File: src/verilog/lpc_pkg.sv
// Constants, register map and helper functions for the pixel clock pattern and mask block
package lpc_pkg;

   // ------------------------------------------------------------
   // Bus geometry
   // ------------------------------------------------------------
   localparam int ADDR_W = 8;
   localparam int DATA_W = 32;
   localparam int STRB_W = 4;
   localparam int IDX_W = 4;
   localparam int IDX_LSB = 2;
   localparam int NREG = 15;
   localparam logic [1:0] RESP_OKAY = 2'h0;
   localparam logic [1:0] RESP_SLVERR = 2'h2;

   // ------------------------------------------------------------
   // Register indices (byte address is index times four)
   // ------------------------------------------------------------
   localparam logic [IDX_W-1:0] IDX_CTRL = 4'h0;
   localparam logic [IDX_W-1:0] IDX_PRI_WORD0 = 4'h1;
   localparam logic [IDX_W-1:0] IDX_AUX_WORD0 = 4'h5;
   localparam logic [IDX_W-1:0] IDX_AUX_WORD2 = 4'h7;
   localparam logic [IDX_W-1:0] IDX_AUX_WORD3 = 4'h8;
   localparam logic [IDX_W-1:0] IDX_HSTART = 4'h9;
   localparam logic [IDX_W-1:0] IDX_HSTART_AUX = 4'hA;
   localparam logic [IDX_W-1:0] IDX_HRANGE = 4'hB;
   localparam logic [IDX_W-1:0] IDX_VSTART = 4'hC;
   localparam logic [IDX_W-1:0] IDX_VRANGE = 4'hD;
   localparam logic [IDX_W-1:0] IDX_STATUS = 4'hE;
   localparam int PAT_WORDS = 4;

   // ------------------------------------------------------------
   // Field layout
   // ------------------------------------------------------------
   localparam int CNT_W = 13;
   localparam int PAT_W = 16;
   localparam int PAT_BITS = 64;
   localparam int WIDTH_W = 6;
   localparam int CTRL_WIDTH_LSB = 0;
   localparam int CTRL_MASK_EN_BIT = 10;
   localparam int CTRL_GATING_BIT = 11;
   localparam int CTRL_INT_MODE_BIT = 15;
   localparam int CTRL_SWITCH_BIT = 16;
   localparam int STAT_HCNT_LSB = 0;
   localparam int STAT_LCNT_LSB = 16;
   localparam int STAT_AUX_BIT = 30;
   localparam int STAT_WIN_BIT = 31;
   localparam logic [DATA_W-1:0] CTRL_WMASK = 32'h00018C3F;
   localparam logic [DATA_W-1:0] PAT_WMASK = 32'h0000FFFF;
   localparam logic [DATA_W-1:0] POS_WMASK = 32'h00001FFF;
   localparam logic [DATA_W-1:0] REG_RESET = 32'h00000000;
   localparam logic [CNT_W-1:0] CNT_MAX = 13'h1FFF;

   // ------------------------------------------------------------
   // Decoding shared by the bus slave and the register file
   // ------------------------------------------------------------
   function automatic logic [IDX_W-1:0] lpc_idx(input logic [ADDR_W-1:0] addr);
      lpc_idx = addr[IDX_LSB +: IDX_W];
   endfunction

   function automatic logic lpc_hit(input logic [ADDR_W-1:0] addr);
      lpc_hit = (addr[ADDR_W-1:IDX_LSB+IDX_W] == '0) && (lpc_idx(addr) <= IDX_STATUS);
   endfunction

   function automatic logic [DATA_W-1:0] lpc_wmask(input logic [IDX_W-1:0] idx);
      if (idx == IDX_CTRL) begin
         lpc_wmask = CTRL_WMASK;
      end else if (idx < IDX_HSTART) begin
         lpc_wmask = PAT_WMASK;
      end else if (idx < IDX_STATUS) begin
         lpc_wmask = POS_WMASK;
      end else begin
         lpc_wmask = '0;
      end
   endfunction

   function automatic logic lpc_in_window(input logic [CNT_W-1:0] cnt,
                                          input logic [CNT_W-1:0] start,
                                          input logic [CNT_W-1:0] range);
      lpc_in_window = ({1'b0, cnt} >= {1'b0, start}) &&
                      ({1'b0, cnt} < ({1'b0, start} + {1'b0, range}));
   endfunction

endpackage

File: src/verilog/lpc_regbus_if.sv
// Register access path between the bus slave and the register file
`timescale 1ns/1ps
`default_nettype none
interface lpc_regbus_if;
   import lpc_pkg::*;
   logic wr_en;
   logic [ADDR_W-1:0] wr_addr;
   logic [DATA_W-1:0] wr_data;
   logic [STRB_W-1:0] wr_strb;
   logic [ADDR_W-1:0] rd_addr;
   logic [DATA_W-1:0] rd_data;
   modport slave (output wr_en, output wr_addr, output wr_data, output wr_strb,
                  output rd_addr, input rd_data);
   modport regs (input wr_en, input wr_addr, input wr_data, input wr_strb,
                 input rd_addr, output rd_data);
endinterface
`default_nettype wire

File: src/verilog/lpc_pattern_stepper.sv
// Pattern bit index that walks the valid bits and re-aligns on each line
`timescale 1ns/1ps
`default_nettype none
module lpc_pattern_stepper
(
   input wire logic ref_clk,
   input wire logic reset_n,
   input wire logic restart,
   input wire logic [lpc_pkg::WIDTH_W-1:0] last_idx,
   output var logic [lpc_pkg::WIDTH_W-1:0] idx_ff
);
   import lpc_pkg::*;
   logic [WIDTH_W-1:0] nxt_idx;

   always_comb begin
      if (restart) begin
         nxt_idx = '0;
      end else if (idx_ff >= last_idx) begin
         nxt_idx = '0;
      end else begin
         nxt_idx = idx_ff + 6'h01;
      end
   end

   always_ff @(posedge ref_clk or negedge reset_n) begin
      if (!reset_n) begin
         idx_ff <= '0;
      end else begin
         idx_ff <= nxt_idx;
      end
   end
endmodule
`default_nettype wire

File: src/verilog/lpc_axi_slave.sv
// AXI4-Lite slave front end for the register file
`timescale 1ns/1ps
`default_nettype none
module lpc_axi_slave
(
   input wire logic ref_clk,
   input wire logic reset_n,
   input wire logic [lpc_pkg::ADDR_W-1:0] s_axi_awaddr,
   input wire logic s_axi_awvalid,
   output var logic s_axi_awready,
   input wire logic [lpc_pkg::DATA_W-1:0] s_axi_wdata,
   input wire logic [lpc_pkg::STRB_W-1:0] s_axi_wstrb,
   input wire logic s_axi_wvalid,
   output var logic s_axi_wready,
   output var logic [1:0] s_axi_bresp,
   output var logic s_axi_bvalid,
   input wire logic s_axi_bready,
   input wire logic [lpc_pkg::ADDR_W-1:0] s_axi_araddr,
   input wire logic s_axi_arvalid,
   output var logic s_axi_arready,
   output var logic [lpc_pkg::DATA_W-1:0] s_axi_rdata,
   output var logic [1:0] s_axi_rresp,
   output var logic s_axi_rvalid,
   input wire logic s_axi_rready,
   lpc_regbus_if.slave bus
);
   import lpc_pkg::*;
   logic aw_got_ff, w_got_ff, nxt_aw_got, nxt_w_got;
   logic [ADDR_W-1:0] aw_addr_ff, nxt_aw_addr;
   logic [DATA_W-1:0] w_data_ff, nxt_w_data, nxt_rdata;
   logic [STRB_W-1:0] w_strb_ff, nxt_w_strb;
   logic nxt_awready, nxt_wready, nxt_bvalid, nxt_arready, nxt_rvalid;
   logic [1:0] nxt_bresp, nxt_rresp;
   logic do_wr, ar_fire;

   // ------------------------------------------------------------
   // Write and read channels
   // ------------------------------------------------------------
   assign do_wr = aw_got_ff && w_got_ff && !s_axi_bvalid;
   assign ar_fire = s_axi_arvalid && s_axi_arready;
   assign bus.wr_en = do_wr && lpc_hit(aw_addr_ff);
   assign bus.wr_addr = aw_addr_ff;
   assign bus.wr_data = w_data_ff;
   assign bus.wr_strb = w_strb_ff;
   assign bus.rd_addr = s_axi_araddr;

   always_comb begin
      nxt_aw_got = aw_got_ff || (s_axi_awvalid && s_axi_awready);
      nxt_aw_addr = (s_axi_awvalid && s_axi_awready) ? s_axi_awaddr : aw_addr_ff;
      nxt_w_got = w_got_ff || (s_axi_wvalid && s_axi_wready);
      nxt_w_data = (s_axi_wvalid && s_axi_wready) ? s_axi_wdata : w_data_ff;
      nxt_w_strb = (s_axi_wvalid && s_axi_wready) ? s_axi_wstrb : w_strb_ff;
      nxt_bvalid = s_axi_bvalid && !s_axi_bready;
      nxt_bresp = s_axi_bresp;
      if (do_wr) begin
         nxt_aw_got = 1'b0;
         nxt_w_got = 1'b0;
         nxt_bvalid = 1'b1;
         nxt_bresp = lpc_hit(aw_addr_ff) ? RESP_OKAY : RESP_SLVERR;
      end
      nxt_awready = !nxt_aw_got && !nxt_bvalid;
      nxt_wready = !nxt_w_got && !nxt_bvalid;
      nxt_rvalid = ar_fire || (s_axi_rvalid && !s_axi_rready);
      nxt_rdata = ar_fire ? (lpc_hit(s_axi_araddr) ? bus.rd_data : '0) : s_axi_rdata;
      nxt_rresp = ar_fire ? (lpc_hit(s_axi_araddr) ? RESP_OKAY : RESP_SLVERR) : s_axi_rresp;
      nxt_arready = !nxt_rvalid;
   end

   always_ff @(posedge ref_clk or negedge reset_n) begin
      if (!reset_n) begin
         aw_got_ff <= 1'b0;
         w_got_ff <= 1'b0;
         aw_addr_ff <= '0;
         w_data_ff <= '0;
         w_strb_ff <= '0;
         s_axi_awready <= 1'b0;
         s_axi_wready <= 1'b0;
         s_axi_bvalid <= 1'b0;
         s_axi_bresp <= RESP_OKAY;
         s_axi_arready <= 1'b0;
         s_axi_rvalid <= 1'b0;
         s_axi_rdata <= '0;
         s_axi_rresp <= RESP_OKAY;
      end else begin
         aw_got_ff <= nxt_aw_got;
         w_got_ff <= nxt_w_got;
         aw_addr_ff <= nxt_aw_addr;
         w_data_ff <= nxt_w_data;
         w_strb_ff <= nxt_w_strb;
         s_axi_awready <= nxt_awready;
         s_axi_wready <= nxt_wready;
         s_axi_bvalid <= nxt_bvalid;
         s_axi_bresp <= nxt_bresp;
         s_axi_arready <= nxt_arready;
         s_axi_rvalid <= nxt_rvalid;
         s_axi_rdata <= nxt_rdata;
         s_axi_rresp <= nxt_rresp;
      end
   end
endmodule
`default_nettype wire

File: src/verilog/lpc_pixel_clock_mask.sv
// Pixel clock pattern generator with auxiliary pattern and mask window
//
// Summary of operation
// - Auxiliary pattern bits 47..32 sit in bits 15..0 of auxiliary word 2.
// - Auxiliary pattern bits 63..48 sit in bits 15..0 of auxiliary word 3.
// - One pattern bit leaves per core clock cycle.
// - With line switching on and internal mode off, culling line ID 1 uses the auxiliary pattern.
// - With line switching off, auxiliary registers do not affect the output clock.
// - Horizontal mask start is 13 bits, core clocks after horizontal sync.
// - Auxiliary horizontal mask start is a separate 13-bit field, same unit.
// - Horizontal mask range is 13 bits: window width in core clocks.
// - Vertical mask start is 13 bits, lines after vertical sync.
// - Vertical mask range is 13 bits: window height in lines.
// - Mask enable limits the clock to the valid area; clear passes it through.
// - Internal mode builds the internal clock from auxiliary settings, no switching.
// - Only the first valid-width field value plus one pattern bits are used.
// - Gating mode makes pattern bits core clock enables, otherwise clock levels.
`timescale 1ns/1ps
`default_nettype none
module lpc_pixel_clock_mask
(
   input wire logic ref_clk,
   input wire logic reset_n,
   input wire logic [lpc_pkg::ADDR_W-1:0] s_axi_awaddr,
   input wire logic s_axi_awvalid,
   output wire logic s_axi_awready,
   input wire logic [lpc_pkg::DATA_W-1:0] s_axi_wdata,
   input wire logic [lpc_pkg::STRB_W-1:0] s_axi_wstrb,
   input wire logic s_axi_wvalid,
   output wire logic s_axi_wready,
   output wire logic [1:0] s_axi_bresp,
   output wire logic s_axi_bvalid,
   input wire logic s_axi_bready,
   input wire logic [lpc_pkg::ADDR_W-1:0] s_axi_araddr,
   input wire logic s_axi_arvalid,
   output wire logic s_axi_arready,
   output wire logic [lpc_pkg::DATA_W-1:0] s_axi_rdata,
   output wire logic [1:0] s_axi_rresp,
   output wire logic s_axi_rvalid,
   input wire logic s_axi_rready,
   input wire logic hsync,
   input wire logic vsync,
   input wire logic culling_line_id,
   output var logic lcd_pixel_clock,
   output var logic lcd_pixel_clock_gate,
   output var logic internal_pixel_clock,
   output var logic internal_pixel_clock_gate
);
   import lpc_pkg::*;

   // ------------------------------------------------------------
   // Declarations
   // ------------------------------------------------------------
   lpc_regbus_if bus ();

   logic [DATA_W-1:0] regs_ff [NREG];
   logic [DATA_W-1:0] nxt_regs [NREG];
   logic [DATA_W-1:0] strb_mask;
   logic [IDX_W-1:0] wr_idx;
   logic [IDX_W-1:0] rd_idx;

   logic hsync_d_ff;
   logic vsync_d_ff;
   logic nxt_hsync_d;
   logic nxt_vsync_d;
   logic hs_rise;
   logic vs_rise;
   logic [CNT_W-1:0] hcnt_ff, nxt_hcnt;
   logic [CNT_W-1:0] lcnt_ff, nxt_lcnt;

   logic [WIDTH_W-1:0] bit_idx;
   logic [PAT_BITS-1:0] pri_pattern;
   logic [PAT_BITS-1:0] aux_pattern;
   logic [WIDTH_W-1:0] valid_width;

   logic mask_en;
   logic gating_mode;
   logic int_mode;
   logic switch_en;

   logic use_aux_out;
   logic [CNT_W-1:0] hstart_out, hstart_int;
   logic [CNT_W-1:0] hrange, vstart, vrange;
   logic vwin;
   logic win_out;
   logic win_int;
   logic bit_out;
   logic bit_int;

   logic nxt_clk_out;
   logic nxt_gate_out;
   logic nxt_clk_int;
   logic nxt_gate_int;

   // ------------------------------------------------------------
   // Bus slave and pattern index
   // ------------------------------------------------------------
   lpc_axi_slave u_slave (
      .ref_clk(ref_clk),
      .reset_n(reset_n),
      .s_axi_awaddr(s_axi_awaddr),
      .s_axi_awvalid(s_axi_awvalid),
      .s_axi_awready(s_axi_awready),
      .s_axi_wdata(s_axi_wdata),
      .s_axi_wstrb(s_axi_wstrb),
      .s_axi_wvalid(s_axi_wvalid),
      .s_axi_wready(s_axi_wready),
      .s_axi_bresp(s_axi_bresp),
      .s_axi_bvalid(s_axi_bvalid),
      .s_axi_bready(s_axi_bready),
      .s_axi_araddr(s_axi_araddr),
      .s_axi_arvalid(s_axi_arvalid),
      .s_axi_arready(s_axi_arready),
      .s_axi_rdata(s_axi_rdata),
      .s_axi_rresp(s_axi_rresp),
      .s_axi_rvalid(s_axi_rvalid),
      .s_axi_rready(s_axi_rready),
      .bus(bus.slave)
   );

   lpc_pattern_stepper u_stepper (
      .ref_clk(ref_clk),
      .reset_n(reset_n),
      .restart(hs_rise),
      .last_idx(valid_width),
      .idx_ff(bit_idx)
   );

   // ------------------------------------------------------------
   // Register file
   // ------------------------------------------------------------
   assign wr_idx = lpc_idx(bus.wr_addr);
   assign rd_idx = lpc_idx(bus.rd_addr);

   always_comb begin
      for (int b = 0; b < STRB_W; b++) begin
         strb_mask[b*8 +: 8] = {8{bus.wr_strb[b]}};
      end
   end

   // Byte lanes and writable bits merge into the stored word
   always_comb begin
      for (int i = 0; i < NREG; i++) begin
         nxt_regs[i] = regs_ff[i];
         if (bus.wr_en && (wr_idx == IDX_W'(i))) begin
            nxt_regs[i] = (regs_ff[i] & ~(strb_mask & lpc_wmask(IDX_W'(i)))) |
                          (bus.wr_data & strb_mask & lpc_wmask(IDX_W'(i)));
         end
      end
   end

   always_ff @(posedge ref_clk or negedge reset_n) begin
      if (!reset_n) begin
         for (int i = 0; i < NREG; i++) begin
            regs_ff[i] <= REG_RESET;
         end
      end else begin
         for (int i = 0; i < NREG; i++) begin
            regs_ff[i] <= nxt_regs[i];
         end
      end
   end

   // Status word shows live counters and window state
   always_comb begin
      if (rd_idx == IDX_STATUS) begin
         bus.rd_data = '0;
         bus.rd_data[STAT_HCNT_LSB +: CNT_W] = hcnt_ff;
         bus.rd_data[STAT_LCNT_LSB +: CNT_W] = lcnt_ff;
         bus.rd_data[STAT_AUX_BIT] = use_aux_out;
         bus.rd_data[STAT_WIN_BIT] = win_out;
      end else if (rd_idx < IDX_STATUS) begin
         bus.rd_data = regs_ff[rd_idx];
      end else begin
         bus.rd_data = '0;
      end
   end

   // ------------------------------------------------------------
   // Configuration fields
   // ------------------------------------------------------------
   always_comb begin
      for (int w = 0; w < PAT_WORDS; w++) begin
         pri_pattern[w*PAT_W +: PAT_W] = regs_ff[IDX_PRI_WORD0 + IDX_W'(w)][PAT_W-1:0];
      end

      aux_pattern[0 +: 2*PAT_W] = {regs_ff[IDX_AUX_WORD0 + 4'h1][PAT_W-1:0],
                                   regs_ff[IDX_AUX_WORD0][PAT_W-1:0]};
      aux_pattern[2*PAT_W +: PAT_W] = regs_ff[IDX_AUX_WORD2][PAT_W-1:0];
      aux_pattern[3*PAT_W +: PAT_W] = regs_ff[IDX_AUX_WORD3][PAT_W-1:0];
   end

   assign valid_width = regs_ff[IDX_CTRL][CTRL_WIDTH_LSB +: WIDTH_W];
   assign mask_en = regs_ff[IDX_CTRL][CTRL_MASK_EN_BIT];
   assign gating_mode = regs_ff[IDX_CTRL][CTRL_GATING_BIT];
   assign int_mode = regs_ff[IDX_CTRL][CTRL_INT_MODE_BIT];
   assign switch_en = regs_ff[IDX_CTRL][CTRL_SWITCH_BIT];

   assign hrange = regs_ff[IDX_HRANGE][CNT_W-1:0];
   assign vstart = regs_ff[IDX_VSTART][CNT_W-1:0];
   assign vrange = regs_ff[IDX_VRANGE][CNT_W-1:0];

   // ------------------------------------------------------------
   // Sync edges and position counters
   // ------------------------------------------------------------
   // Timing generator runs on this clock, so sync inputs need no synchroniser
   assign hs_rise = hsync && !hsync_d_ff;
   assign vs_rise = vsync && !vsync_d_ff;

   always_comb begin
      nxt_hsync_d = hsync;
      nxt_vsync_d = vsync;
      if (hs_rise) begin
         nxt_hcnt = '0;
      end else if (hcnt_ff == CNT_MAX) begin
         nxt_hcnt = hcnt_ff;
      end else begin
         nxt_hcnt = hcnt_ff + 13'h0001;
      end

      if (vs_rise) begin
         nxt_lcnt = '0;
      end else if (hs_rise && (lcnt_ff != CNT_MAX)) begin
         nxt_lcnt = lcnt_ff + 13'h0001;
      end else begin
         nxt_lcnt = lcnt_ff;
      end
   end

   always_ff @(posedge ref_clk or negedge reset_n) begin
      if (!reset_n) begin
         hsync_d_ff <= 1'b0;
         vsync_d_ff <= 1'b0;
         hcnt_ff <= '0;
         lcnt_ff <= '0;
      end else begin
         hsync_d_ff <= nxt_hsync_d;
         vsync_d_ff <= nxt_vsync_d;
         hcnt_ff <= nxt_hcnt;
         lcnt_ff <= nxt_lcnt;
      end
   end

   // ------------------------------------------------------------
   // Pattern and window selection
   // ------------------------------------------------------------
   // Switching by line ID is dead in internal mode
   assign use_aux_out = !int_mode && switch_en && culling_line_id;

   always_comb begin
      hstart_out = regs_ff[IDX_HSTART][CNT_W-1:0];
      if (use_aux_out) begin
         hstart_out = regs_ff[IDX_HSTART_AUX][CNT_W-1:0];
      end

      hstart_int = hstart_out;
      if (int_mode) begin
         hstart_int = regs_ff[IDX_HSTART_AUX][CNT_W-1:0];
      end
   end

   // Zero range gives no window
   assign vwin = lpc_in_window(lcnt_ff, vstart, vrange);
   assign win_out = !mask_en || (vwin && lpc_in_window(hcnt_ff, hstart_out, hrange));
   assign win_int = !mask_en || (vwin && lpc_in_window(hcnt_ff, hstart_int, hrange));

   assign bit_out = use_aux_out ? aux_pattern[bit_idx] : pri_pattern[bit_idx];
   assign bit_int = (int_mode || use_aux_out) ? aux_pattern[bit_idx] : pri_pattern[bit_idx];

   // ------------------------------------------------------------
   // Clock level and gate outputs
   // ------------------------------------------------------------
   always_comb begin
      if (gating_mode) begin
         nxt_clk_out = 1'b0;
         nxt_gate_out = bit_out && win_out;
         nxt_clk_int = 1'b0;
         nxt_gate_int = bit_int && win_int;
      end else begin
         nxt_clk_out = bit_out && win_out;
         nxt_gate_out = 1'b0;
         nxt_clk_int = bit_int && win_int;
         nxt_gate_int = 1'b0;
      end
   end

   always_ff @(posedge ref_clk or negedge reset_n) begin
      if (!reset_n) begin
         lcd_pixel_clock <= 1'b0;
         lcd_pixel_clock_gate <= 1'b0;
         internal_pixel_clock <= 1'b0;
         internal_pixel_clock_gate <= 1'b0;
      end else begin
         lcd_pixel_clock <= nxt_clk_out;
         lcd_pixel_clock_gate <= nxt_gate_out;
         internal_pixel_clock <= nxt_clk_int;
         internal_pixel_clock_gate <= nxt_gate_int;
      end
   end
endmodule
`default_nettype wire

File: config.mk
export PLATFORM = sky130hd
export DESIGN_NAME = lpc_pixel_clock_mask
export DESIGN_NICKNAME = d
export VERILOG_FILES = /design/src/verilog/lpc_pkg.sv /design/src/verilog/lpc_regbus_if.sv /design/src/verilog/lpc_pattern_stepper.sv /design/src/verilog/lpc_axi_slave.sv /design/src/verilog/lpc_pixel_clock_mask.sv
export SDC_FILE = /design/constraint.sdc
export NUM_CORES = 1
export LEC_CHECK = 0
export ABC_AREA = 1
export BUFFER_PORTS_ARGS = -buffer_cell sky130_fd_sc_hd__buf_2
export CORE_ASPECT_RATIO = 0.7
export CORE_MARGIN = 1.5
export CORE_UTILIZATION = 25
export DETAILED_ROUTE_END_ITERATION = 7
export HOLD_SLACK_MARGIN = 0.12
export SLEW_MARGIN = 25
export SYNTH_ARGS = -nofsm -noshare
export SYNTH_HDL_FRONTEND = slang
export SYNTH_SLANG_ARGS = --single-unit
File: constraint.sdc
create_clock -name ref_clk -period 10.3 [get_ports ref_clk]
set_clock_uncertainty 0.2 [all_clocks]
set_input_delay 2.06 -clock ref_clk [delete_from_list [all_inputs] [get_ports ref_clk]]
set_output_delay 2.06 -clock ref_clk [all_outputs]
set_load 0.02 [all_outputs]
==> metrics, run 1 <==
Final Hold Viols 0; asr flop ratio synth 1.00; total of max-cap violations 0; Register Area 7680 um2; worst r2r path cells 25; H-tree levels 2; synthesized area 18,700 um2; WL met3 7.16 mm; setup ws final 3.37 ns; multi-input combinational cell area 9740 um2; Layout fillers 7,953; failing checks DRC; chip width 329 um; first-pass GRT wire length 100 mm; Comb pwr share 0.359; Post CTS Setup Buffer Count 0; Yosys cell types 43; Top Metal Used met5; I/O Pins 107; clock group share of total power 0.275; crit path DAT 7.23 ns; Ant. Diodes 0; WHS Endpoint u_slave.s_axi_arready$_DFF_PN0_; cts bufs inserted 34; CP Launch Type primary input; max frequency 144 MHz; GRT Overall Usage 0.170; drt initial violations 2,287; largest delay contributor family on the critical path simple AND/OR/NAND/NOR gates; Largest stage delay, worst path 0.63 ns; peak supply drop 0.144 mV; post-route ant nets 0; worst-margin pin slew 1.07 ns; P_sw 2.02 mW; Die H 232 um; root cell of the clock tree clkbuf_16; drc violations 4; Core Region 73,600 um2; Met2 Wirelength 24.9 mm; drt pass-1 iters 8; largest fanout on the critical path 23; gpl congestion 0.911; largest area contributor in the synthesized netlist dfrtp_1; Worst-path clk slew 0.06 ns; Area Overhead vs Synth 13.6%; Sw Share 0.417; leakage 9.54 nW; # setup viols final 0; CTS Buffer Depth 3; Finished Layout Cells 3,515; initial antenna violation count 3; setup total negative slack 0 ns; worst-skew pair later-pin latency 0.57 ns; largest net degree at the start of global routing 160; r2r endpoint internal_pixel_clock_gate$_DFF_PN0_; vias per cell 5.07; vias in the first global route 16.0k; # resized after CTS 0; Row Count 83; routed via count 17.8k; CP required 10.59 ns; gr ovfl total 0; Ys Warns 0; Yosys top cell area share 0.412; status finished with violations; FF+latch count, synth 307; Pwr Density 228 nW/um2; ratio of cells with drive above 1 in the final layout 0.0674; fin nets 2,702; Seq/Total Area, Yosys 0.412; RSZ-0062 raised after global routing false; CP Class in -> reg; FF-to-FF setup slack 4.03 ns; Slew Limit Headroom 0.288; final period utilization 0.673; Clock Sinks 307; FF-to-FF Start int_mode$_DFFE_PN0P_; dpl ws 2.95 ns; Main synth FF type dfrtp_1; Pint 2.82 mW; CTS tree done; min-delay src u_slave.s_axi_rvalid$_DFF_PN0_; DP HPWL 47.1 mm; Hold Path Class reg -> reg; port buffer count 83; hold slack 0.273 ns; crit path capture type flip-flop; Synth Instances 2,490; Starting Density 0.253; Slowest-stage cell, CP nand3_1; max-slew violation count 0; Met1 Wirelength 31.9 mm; Worst Hold Path Cells 1; fin crit period 6.93 ns; Routed WL 65.1 mm; dpl cells 3,454; die area 76,300 um2; synth top area cells dfrtp_1 (41%), nand2_1 (13%), o21ai_0 (11%); CP bufs+invs 5; Post-synth EDFFs 0; hold buffer count at CTS 0; Sequential Power Share 0.366; WL per Instance 18.5 um; Avg Inst Size Synth 7.49 um2
## power groups by stage
stage / logic (mW) / registers (mW) / clock network (mW)
finish: 1.74 / 1.77 / 1.33
global route: 1.96 / 1.80 / 1.41
global placement: 1.68 / 1.77 / 0
CTS: 1.71 / 1.76 / 1.35
floorplan: 1.17 / 1.69 / 0
detailed placement: 1.70 / 1.78 / 0
## synthesized netlist by cell type (7+ instances only)
library cell  number
nor3_1            27
inv_1            196
buf_1             12
o21ai_1            7
nand2_1          657
clkinv_1           9
ha_1             123
a21oi_1          113
o22ai_1           27
nor2_1           151
o21bai_1           7
dfrtp_1          307
nand3_1          191
a31oi_1           10
buf_2             16
o211ai_1          21
xnor2_1           15
o21ai_0          412
clkbuf_1          83
nand4_1           24
xor2_1            24
## layout by cell type (no fill, tap or decap), types with 35 or more instances in the layout
cell type | netlist | layout
o21ai_0 | 412 | 412
clkbuf_16 | 0 | 35
dfrtp_1 | 307 | 306
nor2_1 | 151 | 151
buf_2 | 16 | 82
nand3_1 | 191 | 191
inv_1 | 196 | 195
nand2_1 | 657 | 657
a21oi_1 | 113 | 113
ha_1 | 123 | 123
## worst max-delay path by stage
stage | cells after the start | to | start | slack [ns]
floorplan | 25 | internal_pixel_clock$_DFF_PN0_ | culling_line_id | 4.70
global placement | 25 | internal_pixel_clock_gate$_DFF_PN0_ | culling_line_id | 2.97
detailed placement | 25 | internal_pixel_clock_gate$_DFF_PN0_ | culling_line_id | 2.95
CTS | 25 | internal_pixel_clock_gate$_DFF_PN0_ | culling_line_id | 3.52
global route | 25 | internal_pixel_clock_gate$_DFF_PN0_ | culling_line_id | 3.00
finish | 25 | internal_pixel_clock_gate$_DFF_PN0_ | culling_line_id | 3.37
## cells by family after synthesis
group | Yosys count | share of synthesized area
compound gates | 627 | 0.180
simple gates | 1069 | 0.238
buf+inv | 321 | 0.0667
xor+xnor | 39 | 0.0183
other cells | 1 | 0.000201
flops | 307 | 0.412
fa+ha+maj | 126 | 0.0857
## metrics by stage
step	total power [mW]	utilization	area (um2)
CTS	4.82	0.288	21200
floorplan	2.86	-	18700
finish	4.84	0.288	21200
global route	5.17	0.288	21200
global placement	3.45	0.271	20000
detailed placement	3.48	0.271	20000
## area by class of cell
type	count	area share
clock buffers	48	0.0474
clock inverters	12	0.00909
inverters	205	0.0363
multi-input cells	1864	0.459
flip-flops and latches	307	0.363
well taps	977	0.0577
repair buffers	102	0.0274
## sequential cells by signal, summed over array words and instances, names as in the netlist, 13 cells and up
name and count:
pri_pattern 64, u_slave.s_axi_rdata 31, aux_pattern 64, hcnt_ff 13
lcnt_ff 13, regs_ff 59, u_slave.bus.wr_data 17, hrange 13
## per-layer routing
| layer | vias up | global-route usage |
|---|---|---|
| li1 | 8430 | - |
| met1 | 8434 | 0.272 |
| met2 | 850 | 0.222 |
| met3 | 93 | 0.0407 |
| met4 | 2 | 0.0376 |
| met5 | - | 0 |
Note: power is estimated with default switching activity, not from simulation.
==> run 2, diff against run 1 <==
--- a/config.mk
+++ b/config.mk
@@ -5,7 +5,7 @@
 export SDC_FILE = /design/constraint.sdc
 export NUM_CORES = 1
 export LEC_CHECK = 0
-export ABC_AREA = 1
+export ABC_AREA = 0
 export BUFFER_PORTS_ARGS = -buffer_cell sky130_fd_sc_hd__buf_2
 export CORE_ASPECT_RATIO = 0.7
 export CORE_MARGIN = 1.5
==> constraint.sdc (replaced) <==
create_clock -name ref_clk -period 6 [get_ports ref_clk]
set_clock_uncertainty 0.2 [all_clocks]
set_input_delay 1.2 -clock ref_clk [delete_from_list [all_inputs] [get_ports ref_clk]]
set_output_delay 1.2 -clock ref_clk [all_outputs]
set_load 0.02 [all_outputs]
==> run 2 against run 1 <==
Effect of this change:
- the flow now finishes without violations
- sequential power rose by 99%
- first-iteration DRC count decreased by 44%
- synthesized cell count decreased by 37%
- worst hold slack improved by 0.0089 ns
- register-to-register slack got worse by 3.0 ns
- total power grew 77%
- die area decreased by 0.70%
- core utilization is essentially flat
- sequential share of layout area is 0.13 points higher
- critical path depth is 7 lower
- combinational power is 65% higher
- critical path type unchanged
- critical endpoint is now u_slave.s_axi_rdata[31]$_DFFE_PN0P_
==> metrics, run 2 <==
Slew Limit Headroom 0.291; first-pass GRT wire length 84.5 mm; GRT Overall Usage 0.147; Worst-path clk slew 0.06 ns; vias per cell 5.04; Final Hold Viols 0; max-slew violation count 0; Pint 5.31 mW; asr flop ratio synth 1.00; final period utilization 0.867; Routed WL 55.5 mm; Hold Path Class reg -> reg; most frequent cells in the layout dfrtp_1 (306), mux2_2 (260), ha_1 (123); worst-margin pin slew 1.06 ns; largest area contributor in the synthesized netlist dfrtp_1; fin nets 1,828; Yosys top cell area share 0.415; chip width 328 um; Avg Inst Size Synth 11.8 um2; setup total negative slack 0 ns; CTS tree done; drt initial violations 1,273; max frequency 192 MHz; most common cell after layout, fill and taps aside dfrtp_1; r2r endpoint u_slave.s_axi_rdata[31]$_DFFE_PN0P_; port buffer count 83; commonest cells in the synthesized netlist dfrtp_1 (307), mux2_2 (260), ha_1 (123), nor2_1 (79), nand2_1 (78); largest net degree at the start of global routing 117; largest fanout on the critical path 6; Pwr Density 406 nW/um2; post-route ant nets 0; drt pass-1 iters 5; H-tree levels 2; gpl congestion 0.884; Yosys cell types 72; crit path DAT 5.44 ns; FF+latch count, synth 307; fin crit period 5.20 ns; cts bufs inserted 34; leakage 9.73 nW; crit path capture type flip-flop; ratio of cells with drive above 1 in the final layout 0.308; worst r2r path cells 17; Die H 231 um; WHS Endpoint u_slave.s_axi_rdata[5]$_DFFE_PN0P_; Sequential Power Share 0.410; Area Overhead vs Synth 14.0%; # setup viols final 0; gr ovfl total 0; DP HPWL 41.5 mm; Comb pwr share 0.334; Row Count 83; FF-to-FF Start int_mode$_DFFE_PN0P_; WL per Instance 21.0 um; synthesized area 18,500 um2; Finished Layout Cells 2,640; Post-synth EDFFs 0; Ys Warns 0; FF-to-FF setup slack 1.06 ns; vias in the first global route 13.2k; clock group share of total power 0.255; # resized after CTS 0; synth top area cells dfrtp_1 (41%), mux2_2 (16%), ha_1 (8.3%); top-count cell post-synth dfrtp_1; Synth Instances 1,576; Sw Share 0.381; worst-skew pair later-pin latency 0.57 ns; dpl cells 2,581; CP Launch Type primary input; RSZ-0062 raised after global routing false; peak supply drop 0.181 mV; hold buffer count at CTS 0; Clock Sinks 307; drc violations 0; CP Class in -> reg; status completed; hold slack 0.282 ns; CTS Buffer Depth 3; CP required 6.24 ns; initial antenna violation count 2; Core Region 73,300 um2; total of max-cap violations 0; P_sw 3.27 mW; root cell of the clock tree clkbuf_16; routed via count 13.3k; Ant. Diodes 0; Starting Density 0.253; I/O Pins 107; Main synth FF type dfrtp_1; min-delay src u_slave.s_axi_rdata[5]$_DFFE_PN0P_; Seq/Total Area, Yosys 0.415; Worst Hold Path Cells 2; Post CTS Setup Buffer Count 0; die area 75,800 um2
==> run 2: cell count changes after synthesis, moves of 49 or more <==
| cell | delta |
|---|---|
| o21ai_0 | -348 |
| nand3_1 | -168 |
| mux4_2 | +67 |
| inv_1 | -120 |
| mux2_2 | +260 |
| a21oi_1 | -49 |
| nand2_1 | -579 |
| nor2_1 | -72 |
==> run 2: worst max-delay path, stage by stage <==
cell and delay, ns:
buf_2 0.15, nand3b_1 0.35, mux2_2 0.42, ha_1 0.23, fa_1 0.41, a21o_1 0.17
a21oi_1 0.29, o21ba_2 0.20, o31ai_1 0.14, a41oi_1 0.36, a21oi_1 0.13, xnor2_1 0.14
ha_1 0.27, nor2_1 0.04, a2111oi_0 0.44, o21ai_0 0.14, o21ba_2 0.28, o31ai_1 0.07
==> run 2: final cells by class <==
class                   instances  area [um2]
clock buffers                  48        1000
clock inverters                11         134
fillers                      7554       52200
inverters                      77         289
multi-input cells            1120       10200
flip-flops and latches        307        7690
well taps                     977        1220
repair buffers                100         581
==> run 2: metrics by stage <==
stage          power, mW  worst slack, ns  cell area [um2]   util
2_1_floorplan       5.25            0.787            18500      -
3_3_place_gp        6.26            0.373            20000  0.272
3_5_place_dp        6.36            0.296            20000  0.273
4_1_cts             8.60            0.878            21100  0.288
5_1_grt             9.09            0.432            21100  0.288
6_report            8.58            0.799            21100  0.288
==> run 2: logic make-up (layout without fill, tap and decap cells) <==
| family | after synthesis | after routing | share of synthesized area |
|---|---|---|---|
| xor gates and xnor gates | 53 | 53 | 0.0251 |
| AOI/OAI and AO/OA | 282 | 282 | 0.100 |
| muxes | 359 | 359 | 0.257 |
| and+or+nand+nor | 297 | 297 | 0.0815 |
| adders and majority gates | 126 | 126 | 0.0863 |
| DFF | 307 | 307 | 0.415 |
| other | 1 | 3 | 0.000202 |
| buffers and inverters | 151 | 236 | 0.0351 |
==> run 2: worst max-delay path by stage <==
| stage | startpoint | to | slack, ns | cells past startpoint |
|---|---|---|---|---|
| 3_3_place_gp | culling_line_id | u_slave.s_axi_rdata[31]$_DFFE_PN0P_ | 0.37 | 18 |
| 2_1_floorplan | culling_line_id | internal_pixel_clock_gate$_DFF_PN0_ | 0.79 | 20 |
| 3_5_place_dp | culling_line_id | u_slave.s_axi_rdata[31]$_DFFE_PN0P_ | 0.30 | 18 |
| 5_1_grt | culling_line_id | u_slave.s_axi_rdata[31]$_DFFE_PN0P_ | 0.43 | 18 |
| 4_1_cts | culling_line_id | u_slave.s_axi_rdata[31]$_DFFE_PN0P_ | 0.88 | 18 |
| 6_report | culling_line_id | u_slave.s_axi_rdata[31]$_DFFE_PN0P_ | 0.80 | 18 |
==> run 2: power by group through the flow <==
stage | logic (mW) | registers, mW | clock network (mW)
2_1_floorplan | 2.25 | 3.00 | 0
3_3_place_gp | 2.75 | 3.51 | 0
3_5_place_dp | 2.83 | 3.53 | 0
4_1_cts | 2.85 | 3.50 | 2.25
5_1_grt | 3.16 | 3.61 | 2.32
6_report | 2.87 | 3.52 | 2.19
==> run 2: metal layers <==
metal / share of wire / up-vias / wire length (um) / global-route usage
met2: 0.40 / 464 / 22400 / 0.203
met3: 0.092 / 59 / 5130 / 0.0413
met4: 0.015 / 2 / 831 / 0.0314
met5: 0.00013 / - / 7 / 0
li1: - / 5955 / - / -
met1: 0.49 / 6830 / 27100 / 0.224
==> run 3, diff against run 2 <==
==> constraint.sdc (replaced) <==
create_clock -name ref_clk -period 4.2 [get_ports ref_clk]
set_clock_uncertainty 0.2 [all_clocks]
set_input_delay 0.84 -clock ref_clk [delete_from_list [all_inputs] [get_ports ref_clk]]
set_output_delay 0.84 -clock ref_clk [all_outputs]
set_load 0.02 [all_outputs]
==> run 3 against run 2 <==
Effect of this change:
- the flow now finishes with violations (setup timing)
- via count up 3.4%
- largest power group unchanged
- critical path type is now reg -> reg
- setup slack worse by 0.89 ns
- global-route usage up 0.61 points
- sequential share of layout area shrank 1.5 points
==> metrics, run 3 (synthesis gave the netlist of run 2 again) <==
drc violations 0; leakage 10.2 nW; RSZ-0062 raised after global routing true; most frequent cells in the layout dfrtp_1 (304), mux2_2 (257), ha_1 (118); worst-margin pin slew 0.779 ns; start point of the critical path int_mode$_DFFE_PN0P_; Starting Density 0.253; max-slew violation count 0; I/O Pins 107; Pwr Density 579 nW/um2; Slew Limit Headroom 0.468; setup ws final -0.0934 ns; Hold Path Class in -> async; port buffer count 83; largest net degree at the start of global routing 95; Clock Sinks 307; hold slack 0.107 ns; worst r2r path cells 20; Die H 231 um; worst-skew pair later-pin latency 0.57 ns; CP required 4.47 ns; ratio of cells with drive above 1 in the final layout 0.367; WL per Instance 21.4 um; die area 75,800 um2; DP HPWL 44.0 mm; end point of the critical path internal_pixel_clock_gate$_DFF_PN0_; CP Launch Type flip-flop; Worst-path clk slew 0.06 ns; Final Hold Viols 0; fin crit period 4.29 ns; total of max-cap violations 0; crit path DAT 4.56 ns; setup total negative slack -0.259 ns; initial antenna violation count 2; chip width 328 um; post-route ant nets 0; Routed WL 58.3 mm; root cell of the clock tree clkbuf_16; H-tree levels 2; most common cell after layout, fill and taps aside dfrtp_1; dpl cells 2,656; max frequency 233 MHz; Core Region 73,300 um2; failing checks setup timing; gpl congestion 0.943; CTS Buffer Depth 3; Area Overhead vs Synth 18.8%; hold buffer count at CTS 0; GRT Overall Usage 0.153; # setup viols final 5; first-pass GRT wire length 88.6 mm; Total Power Consumption 12.7 mW; cts bufs inserted 35; largest fanout on the critical path 6; vias in the first global route 13.8k; Finished Layout Cells 2,723; fin util 0.300; Ant. Diodes 0; peak supply drop 0.326 mV; FF-to-FF Start int_mode$_DFFE_PN0P_; crit path capture type flip-flop; gr ovfl total 0; fin nets 1,911; vias per cell 5.06; routed via count 13.8k; CTS tree done; FF-to-FF setup slack -0.09 ns; Row Count 83; r2r endpoint internal_pixel_clock_gate$_DFF_PN0_; status finished with violations; drt initial violations 1,286; drt pass-1 iters 5; CP Class reg -> reg; final period utilization 1.02
run 3: worst max-delay path: stages (launching register included):
cell	delay, ns
dfrtp_1	0.40
buf_6	0.14
a21oi_4	0.24
mux2_4	0.36
ha_4	0.17
inv_2	0.05
fa_2	0.19
nor2b_1	0.06
o21ai_2	0.16
a21boi_2	0.08
o211ai_1	0.31
nand2_1	0.11
a21oi_2	0.16
xor2_1	0.17
ha_1	0.28
a211oi_2	0.21
o211ai_1	0.17
a21oi_1	0.20
a211oi_1	0.07
o31a_2	0.31
nor3b_2	0.17
run 3: worst min-delay path by stage:
stage	slack [ns]	depth (start not counted)	endpoint	startpoint
global route	0.17	1	u_slave.s_axi_rdata[25]$_DFFE_PN0P_	reset_n
CTS	0.13	1	u_slave.s_axi_rdata[27]$_DFFE_PN0P_	reset_n
floorplan	0.26	1	u_slave.s_axi_wready$_DFF_PN0_	u_slave.w_got_ff$_DFF_PN0_
finish	0.11	1	u_slave.s_axi_rdata[24]$_DFFE_PN0P_	reset_n
global placement	0.26	2	u_slave.s_axi_bresp[1]$_DFFE_PN0P_	u_slave.s_axi_bresp[1]$_DFFE_PN0P_
detailed placement	0.27	2	u_slave.s_axi_rdata[5]$_DFFE_PN0P_	u_slave.s_axi_rdata[5]$_DFFE_PN0P_
run 3: per-layer routing:
| metal | up-vias | part of all wire | track usage |
|---|---|---|---|
| met5 | - | 0.00021 | 0 |
| met4 | 2 | 0.017 | 0.0331 |
| met3 | 70 | 0.085 | 0.0420 |
| met2 | 447 | 0.41 | 0.212 |
| met1 | 7103 | 0.49 | 0.233 |
| li1 | 6145 | - | - |
run 3: through the flow:
stage                     setup WS [ns]  cell area, um2
after floorplan                  -0.163           18600
after global placement           -0.550           20700
after detailed placement         -0.636           20700
after CTS                       -0.0558           21800
after global routing             -0.276           22000
final                           -0.0934           22000
run 3: layout make-up:
class                           instances  area (um2)
Inverter                               77         289
Multi-Input combinational cell       1120       10500
Clock buffer                           50        1010
Tap cell                              977        1220
Timing Repair Buffer                  182        1220
Sequential cell                       307        7690
Clock inverter                         10        97.6
Fill cell                            7473       51300
run 3: what timing repair did:
action,CTS,global route
buffers inserted,2,5
pin swaps,13,24
resized for setup,14,33
endpoints found under the setup margin,5,5
run 3: power by group:
group          internal, mW  leakage (nW)  switching (mW)
registers              3.72          4.17            1.32
clock network          1.75         0.549            1.29
logic                  2.38          5.46            2.27
total                  7.85          10.2            4.89
